### src/design/itcs_pkg.sv
// Constants and carrier types for the clear-and-start interval timer
package itcs_pkg;
  // ----------------------------------------------------------------
  // Register map
  // ----------------------------------------------------------------
  localparam logic [11:0] ITCS_ADDR_COMPARE = 12'h000;
  localparam logic [11:0] ITCS_ADDR_CONTROL = 12'h004;
  localparam logic [11:0] ITCS_ADDR_STATUS = 12'h008;
  localparam logic [11:0] ITCS_ADDR_MASK = 12'h00C;
  localparam int ITCS_CTL_ENABLE_BIT = 7;
  localparam int ITCS_CTL_SEL_LSB = 0;
  localparam logic [7:0] ITCS_CTL_WRITE_MASK = 8'h87;
  localparam logic [15:0] ITCS_COMPARE_RESET = 16'h0000;
  localparam logic [7:0] ITCS_CONTROL_RESET = 8'h00;
  localparam logic [15:0] ITCS_COUNT_IDLE = 16'hFFFF;
  localparam logic [15:0] ITCS_COUNT_ZERO = 16'h0000;
  localparam int ITCS_STAT_MATCH_BIT = 0;
  localparam logic [31:0] ITCS_ERR_NONE = 32'h0000_0000;

  // ----------------------------------------------------------------
  // Carrier types
  // ----------------------------------------------------------------
  typedef struct packed {
    logic [11:0] paddr;
    logic psel;
    logic penable;
    logic pwrite;
    logic [31:0] pwdata;
  } itcs_apb_req_t;

  typedef struct packed {
    logic [31:0] prdata;
    logic pready;
    logic pslverr;
  } itcs_apb_rsp_t;

  typedef struct packed {
    logic [6:0] cnt;
    logic tick;
  } itcs_div_state_t;
endpackage : itcs_pkg

### src/design/itcs_prescaler.sv
// Count clock prescaler: one tick per 2**sel peripheral clocks
`timescale 1ns/1ps
`default_nettype none
module itcs_prescaler (
  input wire logic clk,
  input wire logic rst_n,
  input wire logic clk_en,
  input wire logic run,
  input wire logic [2:0] sel,
  output logic tick
);
  itcs_pkg::itcs_div_state_t s_q, s_d;
  logic [6:0] limit;

  always_comb begin
    limit = 7'((8'h01 << sel) - 8'h01);
    s_d = s_q;
    s_d.tick = 1'b0;
    if (!run) begin
      s_d.cnt = 7'h00;
    end else if (s_q.cnt >= limit) begin
      s_d.cnt = 7'h00;
      s_d.tick = 1'b1;
    end else begin
      s_d.cnt = s_q.cnt + 7'h01;
    end
  end

  always_ff @(posedge clk or negedge rst_n) begin
    if (!rst_n) begin
      s_q <= '0;
    end else if (clk_en) begin
      s_q <= s_d;
    end
  end

  assign tick = s_q.tick;
endmodule : itcs_prescaler
`default_nettype wire

### src/design/itcs_timer.sv
// Interval timer top: APB registers, counter, match interrupt
`timescale 1ns/1ps
`default_nettype none
module itcs_timer (
  input wire logic clk,
  input wire logic rst_n,
  input wire logic clk_en,
  input wire itcs_pkg::itcs_apb_req_t apb_req,
  output itcs_pkg::itcs_apb_rsp_t apb_rsp,
  output logic interval_match_irq,
  output logic irq
);
  typedef struct packed {
    logic [15:0] interval_compare_value;
    logic [7:0] timer_control_byte;
    logic [15:0] count;
    logic match_status;
    logic match_mask;
    logic match_pulse;
    logic started;
    logic irq;
    logic [31:0] prdata;
    logic pready;
    logic pslverr;
  } itcs_state_t;

  itcs_state_t s_q, s_d;
  logic count_tick;
  logic count_enable_bit;
  logic access;
  logic wr;
  logic match_now;

  assign count_enable_bit = s_q.timer_control_byte[itcs_pkg::ITCS_CTL_ENABLE_BIT];

  // ----------------------------------------------------------------
  // Count clock
  // ----------------------------------------------------------------
  itcs_prescaler u_prescaler (
    .clk(clk),
    .rst_n(rst_n),
    .clk_en(clk_en),
    .run(count_enable_bit),
    .sel(s_q.timer_control_byte[itcs_pkg::ITCS_CTL_SEL_LSB +: 3]),
    .tick(count_tick)
  );

  // ----------------------------------------------------------------
  // Next state
  // ----------------------------------------------------------------
  always_comb begin
    s_d = s_q;
    access = apb_req.psel && apb_req.penable;
    wr = access && apb_req.pwrite;
    match_now = count_tick && (s_q.count == s_q.interval_compare_value);
    s_d.match_pulse = 1'b0;
    s_d.pready = 1'b0;
    s_d.pslverr = 1'b0;

    // Counter; started marks that the first tick after enable has passed
    if (!count_enable_bit) begin
      s_d.count = itcs_pkg::ITCS_COUNT_IDLE;
      s_d.started = 1'b0;
    end else if (count_tick) begin
      s_d.started = 1'b1;
    end
    if (!count_enable_bit) begin
      s_d.count = itcs_pkg::ITCS_COUNT_IDLE;
    end else if (count_tick) begin
      if (s_q.count == itcs_pkg::ITCS_COUNT_IDLE) begin
        s_d.count = itcs_pkg::ITCS_COUNT_ZERO;
      end else if (match_now) begin
        s_d.count = itcs_pkg::ITCS_COUNT_ZERO;
      end else begin
        s_d.count = s_q.count + 16'h0001;
      end
    end

    // Match on FFFF with compare FFFF, but not the idle FFFF before start
    if (count_enable_bit && match_now && s_q.started) begin
      s_d.match_pulse = 1'b1;
    end

    // Register bus, one wait state
    if (access && !s_q.pready) begin
      s_d.pready = 1'b1;
      s_d.prdata = 32'h0000_0000;
      case (apb_req.paddr)
        itcs_pkg::ITCS_ADDR_COMPARE: begin
          s_d.prdata = {16'h0000, s_q.interval_compare_value};
          if (wr) begin
            s_d.interval_compare_value = apb_req.pwdata[15:0];
          end
        end
        itcs_pkg::ITCS_ADDR_CONTROL: begin
          s_d.prdata = {24'h00_0000, s_q.timer_control_byte};
          if (wr) begin
            s_d.timer_control_byte = apb_req.pwdata[7:0] & itcs_pkg::ITCS_CTL_WRITE_MASK;
          end
        end
        itcs_pkg::ITCS_ADDR_STATUS: begin
          s_d.prdata = {31'h0000_0000, s_q.match_status};
          if (wr && apb_req.pwdata[itcs_pkg::ITCS_STAT_MATCH_BIT]) begin
            s_d.match_status = 1'b0;
          end
        end
        itcs_pkg::ITCS_ADDR_MASK: begin
          s_d.prdata = {31'h0000_0000, s_q.match_mask};
          if (wr) begin
            s_d.match_mask = apb_req.pwdata[itcs_pkg::ITCS_STAT_MATCH_BIT];
          end
        end
        default: begin
          s_d.pslverr = 1'b1;
        end
      endcase
    end

    // Set wins over clear
    if (s_d.match_pulse) begin
      s_d.match_status = 1'b1;
    end
    s_d.irq = s_d.match_status && s_d.match_mask;
  end

  // ----------------------------------------------------------------
  // State register
  // ----------------------------------------------------------------
  always_ff @(posedge clk or negedge rst_n) begin
    if (!rst_n) begin
      s_q <= '0;
      s_q.count <= itcs_pkg::ITCS_COUNT_IDLE;
      s_q.interval_compare_value <= itcs_pkg::ITCS_COMPARE_RESET;
      s_q.timer_control_byte <= itcs_pkg::ITCS_CONTROL_RESET;
    end else if (clk_en) begin
      s_q <= s_d;
    end
  end

  assign apb_rsp.prdata = s_q.prdata;
  assign apb_rsp.pready = s_q.pready;
  assign apb_rsp.pslverr = s_q.pslverr;
  assign interval_match_irq = s_q.match_pulse;
  assign irq = s_q.irq;
endmodule : itcs_timer
`default_nettype wire

### config.mk
export PLATFORM = sky130hd
export DESIGN_NAME = itcs_timer
export DESIGN_NICKNAME = d
export VERILOG_FILES = /design/src/design/itcs_pkg.sv /design/src/design/itcs_prescaler.sv /design/src/design/itcs_timer.sv
export SDC_FILE = /design/constraint.sdc
export NUM_CORES = 1
export LEC_CHECK = 0
export BUFFER_PORTS_ARGS = -buffer_cell sky130_fd_sc_hd__buf_4
export CORE_ASPECT_RATIO = 1.75
export CORE_MARGIN = 1.5
export CORE_UTILIZATION = 55
export CTS_CLUSTER_DIAMETER = 60
export DETAILED_ROUTE_END_ITERATION = 8
export PLACE_DENSITY = 0.82
export SYNTH_ARGS = -nofsm -noshare
export SYNTH_HDL_FRONTEND = slang
export SYNTH_SLANG_ARGS = --single-unit
export TNS_END_PERCENT = 5
### constraint.sdc
create_clock -name clk -period 5.8 [get_ports clk]
set_input_delay 0.58 -clock clk [delete_from_list [all_inputs] [get_ports clk]]
set_output_delay 0.58 -clock clk [all_outputs]
set_load 0.02 [all_outputs]
==> results.md <==
- Antenna-violating nets left: 0
- Leak: 2.09 nW
- Post-synth EDFFs: 0
- Initial antenna violation count: 0
- Grt ovf: 0
- Distinct cells, synth: 54
- Final hold violations: 0
- Vias per cell: 6.05
- Met1 WL: 3260 µm
- Setup TNS: 0 ns
- Unrepaired setup endpoints after global routing: false
- Clk_lat worst skew: 0.34 ns
- Routed wl met3: 467 µm
- Clock Tree Buf Depth: 2
- Worst slew pin tran: 0.934 ns
- Fin util: 0.645
- CTS Buf Count: 9
- Clock Pin Slew Worst Setup and Hold Paths: about 0.050 ns
- Synth area leaders: dfrtp_1 33%, dfstp_2 11%, buf_4 6.6%, mux2_4 3.9%, xnor2_1 3.8%
- Ys async rst share: 1.00
- Slew headroom: 0.378
- Nets: 467
- Clock root cell: clkbuf_16
- CTS sink count: 67
- Die span in x: 66.4 µm
- Achievable Freq: around 320 MHz
- H-tree depth: 3
- Clock skew: 0.00368 ns
- RePlAce Congestion: between 0.9 and 1
- Vias: 2999
- Final period util: 0.537
- Setup-failing EPs final: 0
- Yosys Warn Count: 0
- Final Critical Period: between 3 and 4 ns
- Post-synth top cells: 51 x dfrtp_1, 34 x buf_4, 25 x nand2_1, 23 x nor2_1, 22 x a21oi_1
- FF-to-FF setup slack: 2.69 ns
- PD cells: 273 nW/µm²
- Die area: 7580 µm²
- Design Power: approximately 1.2 mW
- Port Buffers: 53
- Number of post-CTS setup repair buffers: 0
- Register area: 1700 µm²
- Largest net degree at the start of global routing: between 60 and 70
- Crit-path max FO: 11
- DR top layer: met4
- CP Launch Type: flip-flop
- IO Pins: 86
- Kind of critical path: reg2reg
- Top FF cell, synth: dfrtp_1
- Multi-input gate area: 1830 µm²
- Starting Density: 0.565
- DR iter-0 viols: 226
- Filler instances: 516
- WP data arrival: about 3.4 ns
- HPWL Detailed: 6140 µm
- Global Route Usage Sum: 0.249
- Core ar.: 6860 µm²
- Hold buffer count at cts: 0
- CTS resizes: 0
- Register area share after synthesis: 0.438
- Drt first pass iters: 5
- Outcome: finished clean
- Syn-to-layout area delta: 14.1%
- Area leader, netlist: dfrtp_1
- Ant. Diodes: 0
- Rows: 40
- Slew Viols, Final: 0
- Critical Path RT: ~6.1 ns
- Count leader, synth: dfrtp_1
- First-pass GRT wire length: 14200 µm
- Post-Syn Instances: 384
- VDD IR-drop max: 0.135 mV
- CTS tree: yes
- Routed len/inst: 17.6 µm
- Syn Std Cell Area: between 3000 and 4000 µm²
- Max-cap violations: 0
- Hold Crit Class: in2async
- Final Routed Wirelength: 8710 µm
- Vias in the first global route: just under 3000
- Residual DRC: 0
- FF+latch count, synth: 67
- Worst Setup End Kind: flip-flop
- Met2 Routed Length: 4650 µm
- Die Y: 114 µm
- Fraction of layout cells with a size suffix above 1: 0.282
- Avg Synthesized Cell Area: 10.1 µm²
- Top-area cell type share of the netlist area: 0.329
[placed cells by master, fill, tap and decap left out, types with 3 or more instances in the layout]
cell type	n
nand2_1	25
and2_1	5
o31ai_1	4
conb_1	16
mux2_2	12
o21ai_0	17
mux2_4	10
and3_1	9
a22o_1	13
nor2_1	23
nand3_1	12
xnor2_1	17
dfstp_2	16
nor3_1	12
dfrtp_1	51
buf_4	55
inv_1	8
bufinv_16	3
clkbuf_16	9
a21o_1	5
a21oi_1	22
a211oi_1	5
ha_1	10
nand4_1	10
mux2i_1	4
[per-layer routing]
metal,up-vias,track usage
met5,-,0
met4,0,0.156
met3,27,0.0473
met2,134,0.423
met1,1464,0.280
li1,1374,-
[cell type report]
| cell class | instances | share of cell area |
|---|---|---|
| clock buffer | 11 | 0.0549 |
| clock inverter | 5 | 0.0226 |
| inverter | 8 | 0.00679 |
| multi-input combinational | 266 | 0.415 |
| sequential | 67 | 0.384 |
| tap | 84 | 0.0238 |
| timing repair buffer | 55 | 0.0934 |
[registers in the layout (all words and copies together), names as in the netlist]
| signal | cells |
|---|---|
| s_q | 38 |
| apb_rsp | 18 |
| u_prescaler.s_q | 7 |
| count_enable_bit | 1 |
| interval_match_irq | 1 |
| irq | 1 |
| u_prescaler.tick | 1 |
[worst max-delay path: stages (launching register included)]
cell and delay [ns]:
dfrtp_1 0.48, or3_1 0.44, ha_1 0.28, nor3_1 0.22, a21oi_1 0.06, o21a_1 0.18, ha_1 0.29, a21oi_1 0.15
a2bb2oi_1 0.17, o311ai_0 0.14, buf_4 0.20, o311ai_0 0.29, o21a_1 0.17
[logic make-up (layout without fill, tap and decap cells)]
family                     Yosys count  count (layout)  synth area share
adders and majority gates           10              10            0.0323
xor gates and xnor gates            17              17            0.0384
buffers and inverters               66              79             0.103
DFF                                 67              67             0.438
other                                1              16          0.000968
AOI/OAI and AO/OA                   81              81             0.140
muxes                               27              27            0.0898
and+or+nand+nor                    115             115             0.157
[stage by stage]
stage	hold WS, ns	setup slack (ns)	cell area (µm²)	cells
2_1_floorplan	0.284	2.74	3930	399
3_3_place_gp	0.466	2.50	4080	480
3_5_place_dp	0.485	2.43	4080	480
4_1_cts	0.373	2.68	4420	496
5_1_grt	0.406	2.46	4420	496
6_report	0.315	2.69	4420	496
[worst paths after layout]
| kind | start | endpoint | cells past startpoint |
|---|---|---|---|
| setup / recovery | s_q[57] | u_prescaler.s_q[3] | 12 |
| hold / removal | rst_n | s_q[67] | 1 |
| setup reg to reg | s_q[57] | u_prescaler.s_q[3] | 12 |
| hold reg to reg | apb_rsp[4] | apb_rsp[4] | 2 |
| max in group asynchronous | rst_n | s_q[35] | 1 |
| min in group clk | apb_req[5] | s_q[68] | 2 |
[report_power, final]
part / switching (mW) / internal [mW]
Combinational: 0.0596 / 0.0340
Clock: 0.199 / 0.430
Sequential: 0.00661 / 0.475
Total: 0.265 / 0.939
No activity file was read; power rests on OpenSTA's default activity.
